`src/common/aisc_pkg.sv`:
```
// Package of constants and carrier types for the analog port signal configuration
package aisc_pkg;
	// Range select encoding
	localparam logic RANGE_5V = 1'b0;
	localparam logic RANGE_10V = 1'b1;
	localparam logic [3:0] RANGE_5V_REF = 4'h5;
	localparam logic [3:0] RANGE_10V_REF = 4'hA;
	// Standby polarity and action encodings
	localparam logic POL_NORMAL = 1'b0;
	localparam logic POL_INVERTED = 1'b1;
	localparam logic ACT_OFF_ONLY = 1'b0;
	localparam logic ACT_OFF_ON = 1'b1;
	// First alarm pin select: bit 0 overtemperature, bit 1 power fail
	localparam logic [1:0] A1_OT = 2'h1;
	localparam logic [1:0] A1_PF = 2'h2;
	localparam logic [1:0] A1_BOTH = 2'h3;
	// Second alarm pin select: bit 0 overvoltage, bit 1 overcurrent, bit 2 overpower
	localparam logic [2:0] A2_OVP = 3'h1;
	localparam logic [2:0] A2_ALL = 3'h7;
	// Status pin select
	localparam logic ST_CV = 1'b0;
	localparam logic ST_DC = 1'b1;
	// Reset defaults
	localparam logic RST_RANGE = RANGE_10V;
	localparam logic RST_POL = POL_NORMAL;
	localparam logic RST_ACT = ACT_OFF_ONLY;
	localparam logic [1:0] RST_A1 = A1_BOTH;
	localparam logic [2:0] RST_A2 = A2_OVP;
	localparam logic RST_ST = ST_CV;

	typedef struct packed {
		logic range_sel;
		logic sb_polarity;
		logic sb_action;
		logic [1:0] alarm1_sel;
		logic [2:0] alarm2_sel;
		logic status_sel;
	} aisc_cfg_t;

	typedef struct packed {
		logic overtemperature_alarm;
		logic power_fail_alarm;
		logic overvoltage_alarm;
		logic overcurrent_alarm;
		logic overpower_alarm;
	} aisc_alarm_t;

	typedef struct packed {
		logic alarm1;
		logic alarm2;
		logic status;
		logic [3:0] ref_volts;
		logic range_10v;
	} aisc_pins_t;
endpackage : aisc_pkg

```
`src/aisc_pin_map.sv`:
```
// Alarm and status pin selection logic, registered outputs
`timescale 1ns/1ps
module aisc_pin_map (
	// Clock and reset
	input wire logic clk_sys_i,
	input wire logic rst_i,
	// Configuration and flags
	input aisc_pkg::aisc_cfg_t cfg_i,
	input aisc_pkg::aisc_alarm_t alarm_i,
	input wire logic constant_voltage_regulation_i,
	input wire logic dc_on_i,
	// Pins
	output aisc_pkg::aisc_pins_t pins_o
);
	import aisc_pkg::*;

	typedef struct packed {
		aisc_pins_t pins;
	} aisc_map_state_t;

	aisc_map_state_t state_r;
	aisc_map_state_t state_nxt;

	always_comb begin
		state_nxt = state_r;
		state_nxt.pins.alarm1 = (cfg_i.alarm1_sel[0] & alarm_i.overtemperature_alarm) |
			(cfg_i.alarm1_sel[1] & alarm_i.power_fail_alarm);
		state_nxt.pins.alarm2 = (cfg_i.alarm2_sel[0] & alarm_i.overvoltage_alarm) |
			(cfg_i.alarm2_sel[1] & alarm_i.overcurrent_alarm) |
			(cfg_i.alarm2_sel[2] & alarm_i.overpower_alarm);
		state_nxt.pins.status = (cfg_i.status_sel == ST_DC) ? dc_on_i :
			constant_voltage_regulation_i;
		state_nxt.pins.range_10v = cfg_i.range_sel;
		state_nxt.pins.ref_volts = (cfg_i.range_sel == RANGE_10V) ? RANGE_10V_REF : RANGE_5V_REF;
	end

	// Recomputed every cycle so a selection change shows on the next edge
	always_ff @(posedge clk_sys_i or posedge rst_i) begin
		if (rst_i) begin
			state_r <= '0;
		end else begin
			state_r <= state_nxt;
		end
	end

	assign pins_o = state_r.pins;
endmodule : aisc_pin_map

```
`src/aisc_top.sv`:
```
// Analog port signal configuration: settings, standby input handling, pin mapping
// Functional notes
// - Range selects 5 V or 10 V reference.
// - Standby polarity normal or inverted.
// - Standby action applies only outside analog remote.
// - Off-only action: standby can only switch off.
// - Off-on action: restore only if enabled elsewhere.
// - Alarm pin one: OT, PF, or either.
// - Alarm pin two: seven combos, default overvoltage.
// - Alarm pin two ORs selected alarms.
// - Status pin defaults to constant-voltage indication.
// - Status pin may show DC output state.
`timescale 1ns/1ps
module aisc_top (
	// Clock and reset
	input wire logic clk_sys_i,
	input wire logic rst_i,
	// Configuration write
	input wire logic cfg_we_i,
	input aisc_pkg::aisc_cfg_t cfg_i,
	// Device flags
	input aisc_pkg::aisc_alarm_t alarm_i,
	input wire logic constant_voltage_regulation_i,
	input wire logic analog_remote_active_i,
	// DC output control from other locations
	input wire logic dc_on_req_i,
	input wire logic dc_off_req_i,
	// Standby pin
	input wire logic remote_standby_input_i,
	// Outputs
	output aisc_pkg::aisc_cfg_t cfg_o,
	output wire logic dc_on_o,
	output wire logic standby_active_o,
	output aisc_pkg::aisc_pins_t pins_o
);
	import aisc_pkg::*;

	typedef struct packed {
		aisc_cfg_t cfg;
		logic dc_on;
		logic dc_wanted;
		logic sb_active;
	} aisc_state_t;

	aisc_state_t state_r;
	aisc_state_t state_nxt;
	logic sb_level;

	always_comb begin
		state_nxt = state_r;
		if (cfg_we_i) begin
			state_nxt.cfg = cfg_i;
			// Zero selection would leave a pin dead; keep previous instead
			if (cfg_i.alarm1_sel == 2'h0) begin
				state_nxt.cfg.alarm1_sel = state_r.cfg.alarm1_sel;
			end
			if (cfg_i.alarm2_sel == 3'h0) begin
				state_nxt.cfg.alarm2_sel = state_r.cfg.alarm2_sel;
			end
		end
		// Inverted mode flips the level sense of the pin
		sb_level = remote_standby_input_i ^ (state_r.cfg.sb_polarity == POL_INVERTED);
		state_nxt.sb_active = sb_level;
		if (dc_off_req_i) begin
			state_nxt.dc_on = 1'b0;
			state_nxt.dc_wanted = 1'b0;
		end else if (dc_on_req_i) begin
			state_nxt.dc_wanted = 1'b1;
			state_nxt.dc_on = !(sb_level && !analog_remote_active_i);
		end
		if (!analog_remote_active_i) begin
			if (sb_level) begin
				state_nxt.dc_on = 1'b0;
			end else if (state_r.sb_active && state_r.cfg.sb_action == ACT_OFF_ON &&
				state_nxt.dc_wanted) begin
				state_nxt.dc_on = 1'b1;
			end
		end
	end

	always_ff @(posedge clk_sys_i or posedge rst_i) begin
		if (rst_i) begin
			state_r.cfg.range_sel <= RST_RANGE;
			state_r.cfg.sb_polarity <= RST_POL;
			state_r.cfg.sb_action <= RST_ACT;
			state_r.cfg.alarm1_sel <= RST_A1;
			state_r.cfg.alarm2_sel <= RST_A2;
			state_r.cfg.status_sel <= RST_ST;
			state_r.dc_on <= 1'b0;
			state_r.dc_wanted <= 1'b0;
			state_r.sb_active <= 1'b0;
		end else begin
			state_r <= state_nxt;
		end
	end

	aisc_pin_map u_pin_map (
		.clk_sys_i(clk_sys_i),
		.rst_i(rst_i),
		.cfg_i(state_r.cfg),
		.alarm_i(alarm_i),
		.constant_voltage_regulation_i(constant_voltage_regulation_i),
		.dc_on_i(state_r.dc_on),
		.pins_o(pins_o)
	);

	assign cfg_o = state_r.cfg;
	assign dc_on_o = state_r.dc_on;
	assign standby_active_o = state_r.sb_active;
endmodule : aisc_top

```
`config.mk`:
```
export PLATFORM = sky130hd
export DESIGN_NAME = aisc_top
export DESIGN_NICKNAME = d
export VERILOG_FILES = /design/src/common/aisc_pkg.sv /design/src/aisc_pin_map.sv /design/src/aisc_top.sv
export SDC_FILE = /design/constraint.sdc
export NUM_CORES = 1
export LEC_CHECK = 0
export ABC_AREA = 1
export BUFFER_PORTS_ARGS = -buffer_cell sky130_fd_sc_hd__buf_4
export CAP_MARGIN = 20
export CORE_MARGIN = 2
export CORE_UTILIZATION = 35
export DETAILED_ROUTE_END_ITERATION = 10
export PLACE_DENSITY = 0.65
export SLEW_MARGIN = 20
export SYNTH_ARGS = -nofsm -noshare
export SYNTH_HDL_FRONTEND = slang
export SYNTH_SLANG_ARGS = --single-unit
```
`constraint.sdc`:
```
create_clock -name clk_sys_i -period 1.28 [get_ports clk_sys_i]
set_input_delay 0.192 -clock clk_sys_i [delete_from_list [all_inputs] [get_ports clk_sys_i]]
set_output_delay 0.192 -clock clk_sys_i [all_outputs]
set_load 0.02 [all_outputs]
```
==> out/qor.yml <==
global_route:
  grt_max_degree: 13
  grt_overflow_total: 0
  grtUsageTotal_pct: 12.2
  grt_pass1_vias: 585
  antenna_found_initial: 0
  grt_first_pass_wirelength_um: 2360
critical_path:
  crit_fanout: 3
  worstRegToRegCells: 1
  cp.arrival_ns: 0.98
  critPathMaxStageDelay_ns: 0.56
  path_buf_inv: 1
  critPathCaptureType: "output pin"
  cp_data_required_time_ns: 1.09
  crit_type: "reg2out"
  rrSetupSlack_ns: 0.46
  cp-start-kind: "flop"
  worstReg2RegEnd: "u_pin_map.pins_o[5]$_DFF_PP0_"
  path_cells: "buf_4"
  path_delay_family: "flip-flops"
  regToRegStartpoint: "cfg_o[0]$_DFFE_PP0P_"
  cp_slowest_cell: "dfstp_2"
detailed_routing:
  vias_per_cell: 4.28
  first_pass_iters: 3
  wl_met2_um: 730
  wl_met1_um: 545
  drc_errors: 0
  drt_wl_total_um: 1420
  route.met3.wl_um: 139
  drt_iter0_markers: 5
  wl_per_cell_um: 10.1
  dr.max_layer_used: "met3"
  ant_nets: 0
  vias: 599
cells_and_area:
  fin_area_sq_um: 1030
  n_antenna_cell: 0
  area_delta_synth_final_pct: 36.7
  final_nets: 136
  layout-drive-gt1-share_pct: 46.0
  num-fill-cells: 201
yosys:
  syn_inst: 80
  ys_seq_elements: 17
  syn_avg_cell_area_sq_um: 9.46
  yosysSeqAreaShare_pct: 56.9
  synthDistinctLibCells: 16
  synth_warnings: 0
  syn-num-nets: 102
  syn-cell-area_sq_um: 757
min_path:
  hold_end: "state_r[1]$_DFF_PP0_"
  hp-class: "in2reg"
  holdPathStages: 2
  hp-start: "dc_off_req_i"
clock_network:
  hold_buffers: 1
  clk_latency_ns: 0.28
  clk_pin_slew_worst_paths_ns: 0.10
  cts_tree: "built"
  cts-resized-gates: 0
  cts_buffers: 3
  post_cts_buffers: 0
  cts_max_level: 1
  clk_path_buf_depth: 2
  cts_root_buf: "clkbuf_4"
  clock_sinks: 17
run_status:
  status: "finished, final reports clean"
pwr:
  worst_ir_drop_vdd_uv: 579
  p_leak_nw: 0.574
  p_per_area_nw_per_um2: 1190
timing:
  maxSlewHeadroom_pct: 73.2
  min_period_ns: 1.17
  rsz0062_at_grt: "no"
  slew_violations: 0
  fmax_mhz: 854
  tightest_slew_ns: 0.402
  setup_violations: 0
  tns_ns: 0
  min_period_over_period_pct: 91.5
  clock_skew_ns: 0.00104
  finalHoldViolations: 0
placement:
  dpl_cell_area_sq_um: 997
  gp_congestion: 0.655
  hpwl_um: 1170
  io_buffers: 40
die:
  rows: 16
  die_height_um: 50.5
  io_pins: 41
  die_x_um: 50.5
  die_area_sq_um: 2550
  core_sq_um: 2000
  start_util_pct: 37.8
run:
  max_cap_viol_count: 0
-- worst max-delay path by stage --
| stage | cells after the start | from | endpoint | slack [ns] |
|---|---|---|---|---|
| 6_report | 1 | cfg_o[4]$_DFFE_PP1P_ | cfg_o[4] | 0.11 |
| 2_1_floorplan | 1 | dc_on_o$_DFF_PP0_ | u_pin_map.pins_o[5]$_DFF_PP0_ | 0.44 |
| 3_5_place_dp | 1 | cfg_o[4]$_DFFE_PP1P_ | cfg_o[4] | 0.43 |
| 3_3_place_gp | 1 | cfg_o[1]$_DFFE_PP1P_ | cfg_o[1] | 0.44 |
| 4_1_cts | 1 | cfg_o[4]$_DFFE_PP1P_ | cfg_o[4] | 0.1 |
| 5_1_grt | 1 | cfg_o[5]$_DFFE_PP1P_ | cfg_o[5] | 0.06 |
-- area by class of cell --
type	count	area, sq um	share of cell area [%]
Sequential cell	17	430	41.6
Timing Repair Buffer	42	318	30.7
Multi-Input combinational cell	42	195	18.9
Tap cell	27	33.8	3.26
Inverter	8	30.0	2.90
Clock buffer	3	22.5	2.18
Clock inverter	1	5.00	0.484
-- power breakdown --
group | switching (W) | internal, W | leakage, nW
clock network | 0.000171 | 0.000116 | 0.0177
logic | 0.000162 | 0.000150 | 0.358
registers | 0.0000343 | 0.000601 | 0.199
total | 0.000367 | 0.000866 | 0.574
-- cell usage after synthesis --
cell / number / area, sq um
a21oi_1: 1 / 5.00
a22o_1: 1 / 8.76
buf_4: 12 / 90.1
buf_6: 1 / 11.3
dfrtp_1: 13 / 325
dfstp_2: 4 / 105
inv_1: 8 / 30.0
mux2_2: 1 / 11.3
nand2_1: 27 / 101
nand2_4: 1 / 11.3
nand3_1: 2 / 10.0
nand4_1: 2 / 12.5
nor2_1: 3 / 11.3
nor2_2: 1 / 6.26
o21ai_0: 2 / 10.0
o21bai_1: 1 / 7.51
-- cells by family after synthesis --
logic type             Yosys count  share of synthesized area [%]
and+or+nand+nor                 36                           20.2
buffers and inverters           21                           17.4
AOI/OAI and AO/OA                5                           4.13
muxes                            1                           1.49
DFF                             17                           56.9
-- metal layers --
metal | vias to the layer above | GRT usage [%]
li1 | 298 | -
met1 | 270 | 14.5
met2 | 31 | 21.3
met3 | 0 | 3.27
met4 | 0 | 4.05
met5 | - | 0
-- cells in the final DEF, fill, tap and decap left out --
cell type,netlist,final
mux2_2,1,1
dlygate4sd3_1,0,1
nand4_1,2,2
o21ai_0,2,2
buf_4,12,41
dfrtp_1,13,13
nand3_1,2,2
nand2_4,1,1
dfstp_2,4,4
nor2_2,1,1
a22o_1,1,1
o21bai_1,1,1
clkinv_2,0,1
inv_1,8,8
nor2_1,3,3
clkbuf_4,0,3
nand2_1,27,27
a21oi_1,1,1
-- per-stage QoR --
stage | total power, W | setup slack [ns] | hold WS, ns | std cells | util [%]
2_1_floorplan | 0.000844 | 0.440 | 0.115 | 80 | -
3_3_place_gp | 0.000952 | 0.435 | 0.205 | 135 | 49.8
3_5_place_dp | 0.000960 | 0.426 | 0.207 | 135 | 49.8
4_1_cts | 0.00125 | 0.0958 | 0.0558 | 140 | 51.7
5_1_grt | 0.00130 | 0.0553 | 0.0492 | 140 | 51.7
6_report | 0.00123 | 0.109 | 0.0584 | 140 | 51.7
-- flip-flops by register name (all words and copies together) (netlist names) --
signal and count:
standby_active_o 1, state_r 1, cfg_o 9, u_pin_map.pins_o 5
dc_on_o 1
No activity file was read; power rests on OpenSTA's default activity.
